`src/cc_pkg.sv`:
```
// constants, types and register map of the capture/compare unit
// Summary of operation
// two 16-bit time bases, each with reload
// time base clock: prescaler or aux timer overflow
// first time base may count external edges
// sixteen channels, per-channel timer and function
// one pin per channel, input or output
// capture copies timer count, sets request
// capture on rising, falling or both edges
// compare channels match their assigned timer
// compare mode zero: request on every match
// compare mode one: pin toggles every match
// compare mode two: one request per period
// mode three: set on match, clear on overflow
// double register: two channels toggle one pin
// channel vectors 40h-7Ch, traps 10h-1Fh
// timer vectors 80h/84h, traps 20h/21h
// finest resolution 400 ns prescaler step
// overflow reloads; request forwarded when enabled
// requests sticky until cleared, set regardless
package cc_pkg;
    localparam int NCH = 16;
    localparam int NSRC = 18;
    localparam int NPAIR = 8;
    localparam int CLK_NS = 50;
    localparam int RES_NS = 400;
    // finest tick in whole cycles, rounded up
    localparam int PRE_CYC = (RES_NS + CLK_NS - 1) / CLK_NS;
    localparam int PRE_W = 7;
    localparam logic [15:0] CNT_MAX = 16'hFFFF;
    localparam logic [15:0] CNT_ONE = 16'h0001;
    // vector and trap numbering, source index order
    localparam logic [7:0] VEC_BASE = 8'h40;
    localparam logic [7:0] VEC_STEP = 8'h04;
    localparam logic [7:0] TRAP_BASE = 8'h10;
    // register byte offsets
    localparam logic [7:0] A_TBCTL = 8'h00;
    localparam logic [7:0] A_CNT_A = 8'h04;
    localparam logic [7:0] A_REL_A = 8'h08;
    localparam logic [7:0] A_CNT_B = 8'h0C;
    localparam logic [7:0] A_REL_B = 8'h10;
    localparam logic [7:0] A_REQ = 8'h14;
    localparam logic [7:0] A_EN = 8'h18;
    localparam logic [7:0] A_VEC = 8'h1C;
    localparam logic [7:0] A_DBL = 8'h20;
    // channel config page 0x40, channel value page 0x80
    localparam logic [1:0] A_CFG_PG = 2'h1;
    localparam logic [1:0] A_VAL_PG = 2'h2;
    // time base control: 4 bits per timer
    localparam int TBF_W = 4;
    localparam int TBF_RUN = 3;
    localparam logic [1:0] RESP_OK = 2'h0;
    localparam logic [1:0] RESP_ERR = 2'h2;

    typedef enum logic [2:0] {CK_DIV1, CK_DIV2, CK_DIV4, CK_DIV8, CK_AUX, CK_EXT} clk_sel_t;
    typedef enum logic [2:0] {
        CH_OFF, CAP_RISE, CAP_FALL, CAP_BOTH, CMP0, CMP1, CMP2, CMP3
    } ch_mode_t;
    typedef struct packed {
        logic tsel;
        ch_mode_t mode;
    } ch_cfg_t;

    typedef struct packed {
        logic [7:0] awaddr;
        logic awvalid;
        logic [31:0] wdata;
        logic [3:0] wstrb;
        logic wvalid;
        logic bready;
        logic [7:0] araddr;
        logic arvalid;
        logic rready;
    } axi_req_t;
    typedef struct packed {
        logic awready;
        logic wready;
        logic [1:0] bresp;
        logic bvalid;
        logic arready;
        logic [31:0] rdata;
        logic [1:0] rresp;
        logic rvalid;
    } axi_rsp_t;

    typedef struct packed {
        logic [7:0] tb_ctl;
        logic [1:0][15:0] tcnt;
        logic [1:0][15:0] trel;
        logic [PRE_W-1:0] pre;
        logic ext_q;
        ch_cfg_t [NCH-1:0] cfg;
        logic [NCH-1:0][15:0] val;
        logic [NCH-1:0] pin_q;
        logic [NCH-1:0] pin;
        logic [NCH-1:0] oe;
        logic [NCH-1:0] done;
        logic [NPAIR-1:0] dbl;
        logic [NSRC-1:0] req;
        logic [NSRC-1:0] en;
        logic irq;
        logic [7:0] vec;
        logic [7:0] trap;
        logic aw_got;
        logic w_got;
        logic [7:0] awaddr;
        logic [31:0] wdata;
        logic [3:0] wstrb;
        logic bvalid;
        logic [1:0] bresp;
        logic rvalid;
        logic [31:0] rdata;
        logic [1:0] rresp;
    } state_t;
    localparam state_t ST_RST = '0;
endpackage: cc_pkg

```
`src/capture_compare_unit.sv`:
```
// capture/compare unit: two time bases, sixteen channels, AXI4-Lite slave
`timescale 1ns/1ns
module capture_compare_unit (
    // clock and reset
    input wire logic ref_clk,
    input wire logic rst,
    // register bus
    input wire cc_pkg::axi_req_t bus_req,
    output cc_pkg::axi_rsp_t bus_rsp,
    // count sources from outside the unit
    input wire logic aux_gp_timer_ovf,
    input wire logic ext_count,
    // channel pins
    input wire logic [15:0] cc_pin_in,
    output logic [15:0] cc_pin_out,
    output logic [15:0] cc_pin_oe,
    // interrupt
    output logic irq,
    output logic [7:0] irq_vector,
    output logic [7:0] irq_trap
);
    cc_pkg::state_t r, n;
    logic [1:0] tick, ovf;
    logic [1:0][15:0] cnt_nx;
    logic [15:0] match, edge_ok, tog;
    logic [17:0] set_req, clr_req;
    logic aw_hs, w_hs, ar_hs, wr_go, ext_rise;
    logic [31:0] wv, wm;
    logic [7:0] wa;

    // offsets that answer OKAY
    function automatic logic mapped(input logic [7:0] a);
        if (a[7:6] == cc_pkg::A_CFG_PG || a[7:6] == cc_pkg::A_VAL_PG) begin
            return 1'b1;
        end else begin
            return a[7:2] <= cc_pkg::A_DBL[7:2];
        end
    endfunction: mapped

    // register read view, unmapped reads as zero
    function automatic logic [31:0] rd_word(input cc_pkg::state_t s, input logic [7:0] a);
        logic [31:0] d;
        logic [7:0] w;
        d = '0;
        w = {a[7:2], 2'b00};
        if (a[7:6] == cc_pkg::A_CFG_PG) begin
            d[3:0] = s.cfg[a[5:2]];
        end else if (a[7:6] == cc_pkg::A_VAL_PG) begin
            d[15:0] = s.val[a[5:2]];
        end else if (w == cc_pkg::A_TBCTL) begin
            d[7:0] = s.tb_ctl;
        end else if (w == cc_pkg::A_CNT_A) begin
            d[15:0] = s.tcnt[0];
        end else if (w == cc_pkg::A_REL_A) begin
            d[15:0] = s.trel[0];
        end else if (w == cc_pkg::A_CNT_B) begin
            d[15:0] = s.tcnt[1];
        end else if (w == cc_pkg::A_REL_B) begin
            d[15:0] = s.trel[1];
        end else if (w == cc_pkg::A_REQ) begin
            d[17:0] = s.req;
        end else if (w == cc_pkg::A_EN) begin
            d[17:0] = s.en;
        end else if (w == cc_pkg::A_VEC) begin
            d[16:0] = {s.irq, s.trap, s.vec};
        end else if (w == cc_pkg::A_DBL) begin
            d[7:0] = s.dbl;
        end
        return d;
    endfunction: rd_word

    // byte-lane merge under write strobes
    function automatic logic [31:0] merge(input logic [31:0] o, input logic [31:0] d,
                                          input logic [3:0] s);
        for (int b = 0; b < 4; b++) begin
            if (s[b]) begin
                o[b*8 +: 8] = d[b*8 +: 8];
            end
        end
        return o;
    endfunction: merge

    // count tick for one time base
    function automatic logic tick_of(input logic [2:0] sel, input logic [6:0] pre,
                                     input logic aux, input logic ext);
        logic [6:0] m;
        m = 7'((cc_pkg::PRE_CYC << sel[1:0]) - 1);
        if (sel == 3'(cc_pkg::CK_AUX)) begin
            return aux;
        end else if (sel == 3'(cc_pkg::CK_EXT)) begin
            return ext;
        end else if (sel > 3'(cc_pkg::CK_EXT)) begin
            return 1'b0;
        end else begin
            return (pre & m) == m;
        end
    endfunction: tick_of

    // whole next state
    always_comb begin
        n = r;
        tick = '0;
        ovf = '0;
        cnt_nx = r.tcnt;
        match = '0;
        edge_ok = '0;
        tog = '0;
        set_req = '0;
        clr_req = '0;
        wa = {r.awaddr[7:2], 2'b00};
        wm = merge(32'h0, 32'hFFFFFFFF, r.wstrb);
        wv = merge(rd_word(r, r.awaddr), r.wdata, r.wstrb);
        aw_hs = bus_req.awvalid && !r.aw_got && !r.bvalid;
        w_hs = bus_req.wvalid && !r.w_got && !r.bvalid;
        ar_hs = bus_req.arvalid && !r.rvalid;
        wr_go = r.aw_got && r.w_got;
        ext_rise = ext_count && !r.ext_q;
        n.ext_q = ext_count;
        n.pre = r.pre + 7'h01;
        n.pin_q = cc_pin_in;

        // time bases: tick, overflow, reload
        for (int t = 0; t < 2; t++) begin
            tick[t] = r.tb_ctl[t*cc_pkg::TBF_W + cc_pkg::TBF_RUN]
                && tick_of(r.tb_ctl[t*cc_pkg::TBF_W +: 3], r.pre, aux_gp_timer_ovf,
                           (t == 0) && ext_rise);
            if (tick[t]) begin
                ovf[t] = r.tcnt[t] == cc_pkg::CNT_MAX;
                cnt_nx[t] = ovf[t] ? r.trel[t] : r.tcnt[t] + cc_pkg::CNT_ONE;
            end
            n.tcnt[t] = cnt_nx[t];
            set_req[cc_pkg::NCH + t] = ovf[t];
        end

        // write channel; software wins over a tick on the timers
        if (aw_hs) begin
            n.aw_got = 1'b1;
            n.awaddr = bus_req.awaddr;
        end
        if (w_hs) begin
            n.w_got = 1'b1;
            n.wdata = bus_req.wdata;
            n.wstrb = bus_req.wstrb;
        end
        if (wr_go) begin
            n.aw_got = 1'b0;
            n.w_got = 1'b0;
            n.bvalid = 1'b1;
            n.bresp = mapped(r.awaddr) ? cc_pkg::RESP_OK : cc_pkg::RESP_ERR;
            if (r.awaddr[7:6] == cc_pkg::A_CFG_PG) begin
                n.cfg[r.awaddr[5:2]] = wv[3:0];
            end else if (r.awaddr[7:6] == cc_pkg::A_VAL_PG) begin
                n.val[r.awaddr[5:2]] = wv[15:0];
            end else if (wa == cc_pkg::A_TBCTL) begin
                n.tb_ctl = wv[7:0];
            end else if (wa == cc_pkg::A_CNT_A) begin
                n.tcnt[0] = wv[15:0];
            end else if (wa == cc_pkg::A_REL_A) begin
                n.trel[0] = wv[15:0];
            end else if (wa == cc_pkg::A_CNT_B) begin
                n.tcnt[1] = wv[15:0];
            end else if (wa == cc_pkg::A_REL_B) begin
                n.trel[1] = wv[15:0];
            end else if (wa == cc_pkg::A_REQ) begin
                clr_req = r.wdata[17:0] & wm[17:0];
            end else if (wa == cc_pkg::A_EN) begin
                n.en = wv[17:0];
            end else if (wa == cc_pkg::A_DBL) begin
                n.dbl = wv[7:0];
            end
        end else if (r.bvalid && bus_req.bready) begin
            n.bvalid = 1'b0;
        end

        // read channel, answer one cycle after the address is taken
        if (ar_hs) begin
            n.rvalid = 1'b1;
            n.rdata = rd_word(r, bus_req.araddr);
            n.rresp = mapped(bus_req.araddr) ? cc_pkg::RESP_OK : cc_pkg::RESP_ERR;
        end else if (r.rvalid && bus_req.rready) begin
            n.rvalid = 1'b0;
        end

        // channels; a capture wins over a software write of the value
        for (int i = 0; i < cc_pkg::NCH; i++) begin
            case (r.cfg[i].mode)
                cc_pkg::CAP_RISE: edge_ok[i] = cc_pin_in[i] && !r.pin_q[i];
                cc_pkg::CAP_FALL: edge_ok[i] = !cc_pin_in[i] && r.pin_q[i];
                cc_pkg::CAP_BOTH: edge_ok[i] = cc_pin_in[i] != r.pin_q[i];
                default: edge_ok[i] = 1'b0;
            endcase
            match[i] = r.cfg[i].mode >= cc_pkg::CMP0 && tick[r.cfg[i].tsel]
                && cnt_nx[r.cfg[i].tsel] == r.val[i];
            if (edge_ok[i]) begin
                n.val[i] = r.tcnt[r.cfg[i].tsel];
                set_req[i] = 1'b1;
            end
            // overflow opens a new period before a match in the same cycle
            if (ovf[r.cfg[i].tsel]) begin
                n.done[i] = 1'b0;
                if (r.cfg[i].mode == cc_pkg::CMP3) begin
                    n.pin[i] = 1'b0;
                end
            end
            if (match[i] && r.dbl[i % cc_pkg::NPAIR]) begin
                set_req[i] = 1'b1;
                tog[i % cc_pkg::NPAIR] = 1'b1;
            end else if (match[i]) begin
                case (r.cfg[i].mode)
                    cc_pkg::CMP0: set_req[i] = 1'b1;
                    cc_pkg::CMP1: begin
                        set_req[i] = 1'b1;
                        tog[i] = 1'b1;
                    end
                    default: begin
                        if (!r.done[i] || ovf[r.cfg[i].tsel]) begin
                            set_req[i] = 1'b1;
                            n.done[i] = 1'b1;
                            if (r.cfg[i].mode == cc_pkg::CMP3) begin
                                n.pin[i] = 1'b1;
                            end
                        end
                    end
                endcase
            end
        end
        n.pin = n.pin ^ tog;

        // pin direction follows function; the upper half of a pair gives its pin away
        for (int i = 0; i < cc_pkg::NCH; i++) begin
            if (i < cc_pkg::NPAIR) begin
                n.oe[i] = n.cfg[i].mode inside {cc_pkg::CMP1, cc_pkg::CMP3}
                    || n.dbl[i % cc_pkg::NPAIR];
            end else begin
                n.oe[i] = n.cfg[i].mode inside {cc_pkg::CMP1, cc_pkg::CMP3}
                    && !n.dbl[i % cc_pkg::NPAIR];
            end
        end

        // sticky flags: a set in the clearing cycle wins
        n.req = (r.req & ~clr_req) | set_req;
        n.irq = |(n.req & n.en);
        n.vec = '0;
        n.trap = '0;
        // lowest source index has priority
        for (int s = cc_pkg::NSRC - 1; s >= 0; s--) begin
            if (n.req[s] && n.en[s]) begin
                n.vec = 8'(cc_pkg::VEC_BASE + 8'(s) * cc_pkg::VEC_STEP);
                n.trap = 8'(cc_pkg::TRAP_BASE + 8'(s));
            end
        end
    end

    // single state register
    always_ff @(posedge ref_clk or posedge rst) begin
        if (rst) begin
            r <= cc_pkg::ST_RST;
        end else begin
            r <= n;
        end
    end

    // outputs; ready terms are combinational
    always_comb begin
        bus_rsp.awready = !r.aw_got && !r.bvalid;
        bus_rsp.wready = !r.w_got && !r.bvalid;
        bus_rsp.bvalid = r.bvalid;
        bus_rsp.bresp = r.bresp;
        bus_rsp.arready = !r.rvalid;
        bus_rsp.rvalid = r.rvalid;
        bus_rsp.rdata = r.rdata;
        bus_rsp.rresp = r.rresp;
        cc_pin_out = r.pin;
        cc_pin_oe = r.oe;
        irq = r.irq;
        irq_vector = r.vec;
        irq_trap = r.trap;
    end
endmodule: capture_compare_unit

```
`config.mk`:
```
export PLATFORM = sky130hd
export DESIGN_NAME = capture_compare_unit
export DESIGN_NICKNAME = d
export VERILOG_FILES = /design/src/cc_pkg.sv /design/src/capture_compare_unit.sv
export SDC_FILE = /design/constraint.sdc
export NUM_CORES = 2
export LEC_CHECK = 0
export ABC_AREA = 1
export BUFFER_PORTS_ARGS = -buffer_cell sky130_fd_sc_hd__buf_2
export CAP_MARGIN = 20
export CELL_PAD_IN_SITES_DETAIL_PLACEMENT = 1
export CELL_PAD_IN_SITES_GLOBAL_PLACEMENT = 1
export CORE_MARGIN = 1
export CORE_UTILIZATION = 43
export DETAILED_ROUTE_END_ITERATION = 16
export GPL_TIMING_DRIVEN = 1
export PLACE_DENSITY = 0.74
export SLEW_MARGIN = 20
export SYNTH_ARGS = -nofsm -noshare
export SYNTH_HDL_FRONTEND = slang
export SYNTH_SLANG_ARGS = --single-unit
```
`constraint.sdc`:
```
create_clock -name ref_clk -period 23.2 [get_ports ref_clk]
set_clock_uncertainty 0.05 [all_clocks]
set_input_delay 1.16 -clock ref_clk [delete_from_list [all_inputs] [get_ports ref_clk]]
set_output_delay 1.16 -clock ref_clk [all_outputs]
set_load 0.01 [all_outputs]
```
After elaboration in Yosys (flattened, before gate mapping). Index checks and enable logic that the tools add are counted. W data, S select, Z words.

Flip-flop bits (word level): 580. Latch bits: 0. Memory bits (writable): 0. Bits in read-only memories: 0. Output and inout port bits: 90. Logic and storage cells: 1293. Memories: 0.

Add/sub/neg operators: 5. Multipliers: 0. Divide/modulo/power cells: 0. Magnitude comparators: 39. Equality and inequality tests: 204. Shift operators: 2. Mux-type cells: 656. Bitwise operators: 14. Reduce and logical (&&, ||, !) cells: 298.

Operator list (count): $mux W16 (126); $mux W18 (36); $mux W256 (2); $mux W1 (412); $mux W319 (1); $bwmux W256 (1); $eq A16 B16 Y1 (16); $mux W64 (4); $eq A3 B3 Y1 const B (84); $mux W8 (21); $bmux W16 S4 (2); $logic_and A1 B1 Y1 (120); $reduce_bool A2 Y1 (52); $eq A3 B2 Y1 const B (32); $bwmux W64 (1); $demux W16 S4 (1); $mux W63 (1); $logic_not A1 Y1 (61); $and A18 B18 Y18 (3); $eq A3 B1 Y1 const B (16); $eq A6 B3 Y1 const B (8); $ge A3 B3 Y1 const B (16); $pmux W1 S3 (16); $reduce_and A3 Y1 (16); 40 further kinds (170).

Logic depth before layout (Yosys ltp).
Depth after elaboration: 52. Gate-level depth with buffers: 35.

Worst setup path after synthesis. OpenSTA, ideal clock, no wires.

Kind: input -> register. From: input port aux_gp_timer_ovf. To: register r (netlist bit irq_vector[7]). Setup time: 0.115 ns. Data arrival time: 3.472 ns. Required time: 23.035 ns. Setup slack: 19.563 ns. Stages: 24. Buffers on the path: 3. Cells stage by stage: inv_1 a21oi_1 nand3_1 nor2_2 buf_4 buf_6 nand3_2 nand2_2 buf_4 nand2_1 o21ai_1 inv_1 nand2_1 nand2_1 a211oi_1 nand3_1 nor4_4 o31ai_1 nand3_2 nand2_2 nand2_1 nor2_2 nand3_2 nor2_2.

RTL lines: from (decl) (line capture_compare_unit.sv:11) `input wire logic aux_gp_timer_ovf,`; to (signal assigned) (line capture_compare_unit.sv:257) `r <= cc_pkg::ST_RST;`; to (signal assigned) (line capture_compare_unit.sv:259) `r <= n;`; to (decl) (line capture_compare_unit.sv:22) `cc_pkg::state_t r, n;`.

==> results.rst <==
.. list-table::
   :header-rows: 1

   * - Metric
     - Value
   * - Peak VDD IR
     - 88.6 µV
   * - Number of placed instances, taps included
     - 7,345
   * - Overall power consumption
     - 6.81 mW
   * - Die outline area
     - 102,000 µm²
   * - Max-slew violations
     - 0
   * - Routed wire length
     - 289 mm
   * - Core Rows
     - 116
   * - Cell family with the largest share of critical-path delay
     - buffers and inverters
   * - EDFF count, synth
     - 0
   * - Boundary pin count
     - 167
   * - DRC violation count after routing
     - 0
   * - CTS tree
     - built
   * - Crit. End Element
     - flop
   * - Number of nets in the finished design
     - 6,251
   * - Transition at the pin with the smallest max-transition slack
     - 1.33 ns
   * - Static leakage
     - 21.0 nW
   * - Final hold violations
     - 0
   * - Accumulated negative setup slack
     - 0 ns
   * - Violation count after the first detailed-routing iteration
     - 8,350
   * - Post-route worst setup slack
     - 15.63 ns
   * - Later-pin clock latency in the skew report
     - 0.70 ns
   * - Minimum period implied by the final worst setup slack
     - 7.57 ns
   * - Proportion of synthesized chip area in sequential cells
     - 32.6%
   * - Combined buffer and inverter count along the critical path
     - 8
   * - Data required time of the critical path
     - 23.71 ns
   * - Type of element launching the critical path
     - flop
   * - FF-to-FF Start
     - r[76]
   * - Max Fanout on Critical Path
     - 30
   * - Share of layout cells above drive strength 1
     - 10.5%
   * - Classification of the worst-slack hold path
     - flop to flop
   * - Synthesized area
     - 43,300 µm²
   * - Part of the cycle the worst path needs
     - 32.6%
   * - Worst-case headroom to the max-slew limit
     - 10.5%
   * - Fraction of the core area covered by cells at the end of the flow
     - 47.3%
   * - Distinct cells, synth
     - 72
   * - Slowest library cell on the worst path
     - sky130_fd_sc_hd__a41oi_1
   * - Hold buffer count at cts
     - 0
   * - Placer's final routability congestion estimate
     - 1.09
   * - Result of the run
     - finished, final reports clean
   * - Top-count cell post-synth
     - sky130_fd_sc_hd__nand2_1
   * - First-pass GRT wire length
     - 396 mm
   * - Average footprint of a synthesized cell
     - 6.93 µm²
   * - Post-placement setup slack
     - 16.41 ns
   * - Biggest area contributors in the synthesized netlist
     - sky130_fd_sc_hd__dfrtp_1 (33%), sky130_fd_sc_hd__nand2_1 (13%), sky130_fd_sc_hd__o21ai_0 (7.1%), sky130_fd_sc_hd__o211ai_1 (5.8%), sky130_fd_sc_hd__inv_1 (5.4%)
   * - Endpoints failing setup
     - 0
   * - Main flop type after synthesis
     - sky130_fd_sc_hd__dfrtp_1
   * - Stages on the worst setup path
     - 22
   * - Clk slew on worst S/H paths
     - 0.06 ns
   * - Total routing resource utilization after global routing
     - 55.4%
   * - Count of cells along the worst hold path
     - 2
   * - Max capacitance violation total
     - 0
   * - Initial antenna violation count
     - 36
   * - Worst hold start
     - bus_rsp[13]
   * - Cts repair resizes
     - 0
   * - Worst-case clock buffer depth
     - 3
   * - HPWL Detailed
     - 203 mm
   * - CP dominant cell by count
     - sky130_fd_sc_hd__nand2_1
   * - Router iterations before antenna repair
     - 6
   * - Highest cell delay on the worst timing path
     - 0.96 ns
   * - Setup repair after global routing missed its margin
     - no
   * - Chip Width
     - 320 µm
   * - Number of standard cells after synthesis
     - 6,255
   * - Critical-path cell list
     - inv_2, nor2_2, buf_4, clkinv_2, buf_4, o22ai_1, o21ai_0, a41oi_1, a21oi_1, nand2_1, nand2_1, inv_1, buf_4, nand2_1, o21ai_0, inv_1, nand2_1, nand2_1, nor2_1, nand2_1, inv_1, nand4_1
   * - Wire length per cell
     - 38.4 µm
   * - Number of antenna-violating nets in the routed design
     - 0
   * - Proportion of register bits with asynchronous set or reset after synthesis
     - 100%
   * - Synth top area share
     - 32.6%
   * - FF-to-FF path depth
     - 22
   * - Residual overflow from global routing
     - 0
   * - Buffers on Ports
     - 127
   * - Total setup buffers inserted after CTS
     - 0
   * - Count of yosys warnings during synthesis
     - 0
   * - Endpoint arrival time on the critical path
     - 8.08 ns
   * - Non-filler instance count after layout
     - 7,511
   * - Maximum clock rate
     - 132 MHz
   * - Largest net degree at the start of global routing
     - 88
   * - # clock sinks
     - 565
   * - H-tree levels
     - 3
   * - FF+latch count, synth
     - 565
   * - Routed vias/inst
     - 7.11
   * - Die extent in y
     - 320 µm
   * - Power Dens Cells
     - 144 nW/µm²
   * - Placeable core area
     - 100,000 µm²
   * - Root Buffer Master
     - sky130_fd_sc_hd__clkbuf_16
   * - Vias
     - 53,400
   * - Startpoint-to-endpoint class of the critical path
     - flop to flop
   * - Initial core utilization
     - 43.3%
   * - Cell taking the most area after synthesis
     - sky130_fd_sc_hd__dfrtp_1
   * - Syn-to-layout area delta
     - 9.17%
   * - Critical Path Start
     - r[76]
   * - TritonCTS buffer count
     - 76
   * - Most frequent cells after synthesis
     - sky130_fd_sc_hd__nand2_1 (1,531), sky130_fd_sc_hd__inv_1 (623), sky130_fd_sc_hd__o21ai_0 (612)
   * - Vias in the first global route
     - 50,600
## routing by layer
metal,routed length (µm),vias to the layer above,track usage [%]
met4,32600,26,50.4
met5,333,-,1.04
li1,-,21300,-
met2,111000,4455,74.4
met1,102000,26100,64.7
met3,43200,1488,26.1
## final cells by class
cell class                      instances  area [µm²]
Inverter                              694        2620
Tap cell                             1298        1620
Antenna cell                           25        62.6
Clock buffer                          111        2200
Sequential cell                       565       14100
Timing Repair Buffer                  304        2000
Clock inverter                         23         332
Fill cell                           12800       52700
Multi-Input combinational cell       4491       24300
## power breakdown
group	internal (mW)	switching (mW)	leakage, nW	total, mW
logic	0.912	2.91	12.6	3.82
registers	1.30	0.425	7.08	1.72
clock network	0.737	0.535	1.24	1.27
total	2.94	3.87	21.0	6.81
## worst min-delay path: stages (launching register included)
cell	delay [ns]
sky130_fd_sc_hd__dfrtp_1	0.34
sky130_fd_sc_hd__nand2_1	0.05
sky130_fd_sc_hd__o31ai_1	0.05
## cell usage in the layout (no fill, tap or decap), drive strengths merged, types with 4 or more instances in the layout
master and n:
a211oi 20, a21oi 128, a221oi 18, a22o 6, a22oi 10, a31oi 123, a41oi 4, buf 301
bufinv 7, clkbuf 114, clkinv 44, conb 20, dfrtp 565, diode 25, ha 42, inv 663
mux2 19, nand2 1563, nand3 269, nand3b 4, nand4 76, nor2 370, nor3 54, nor3b 7
nor4 25, o2111ai 37, o211ai 340, o21ai 680, o21bai 5, o221ai 183, o22ai 259, o311ai 8
o31ai 21, o41ai 7, or2 43, xnor2 26, xor2 107
## metrics by stage
step	cell area [µm²]	hold slack (ns)
2_1_floorplan	43400	0.373
3_3_place_gp	44600	0.391
3_5_place_dp	44600	0.395
4_1_cts	47100	0.422
5_1_grt	47300	0.454
6_report	47300	0.426
## registers in the layout, indices dropped and copies added (netlist names)
| signal | cells |
|---|---|
| r | 504 |
| irq | 1 |
| bus_rsp | 22 |
| cc_pin_out | 16 |
| cc_pin_oe | 16 |
| irq_vector | 6 |
## final timing paths
kind                          endpoint  slack, ns
hold / removal             bus_rsp[13]       0.43
max in group asynchronous       r[203]      20.04
hold reg to reg            bus_rsp[13]       0.43
min in group asynchronous       r[300]       0.50
setup reg to reg                   irq      15.63
setup / recovery                   irq      15.63
## logic make-up after synthesis
logic type	after synthesis	synth area share [%]
other cells	1	0.00865
xor+xnor	133	2.69
fa+ha+maj	42	1.21
mux	20	0.517
simple gates	2418	23.8
flops	565	32.6
compound gates	1858	27.4
buf+inv	1218	11.8
No activity file was read; power rests on OpenSTA's default activity.
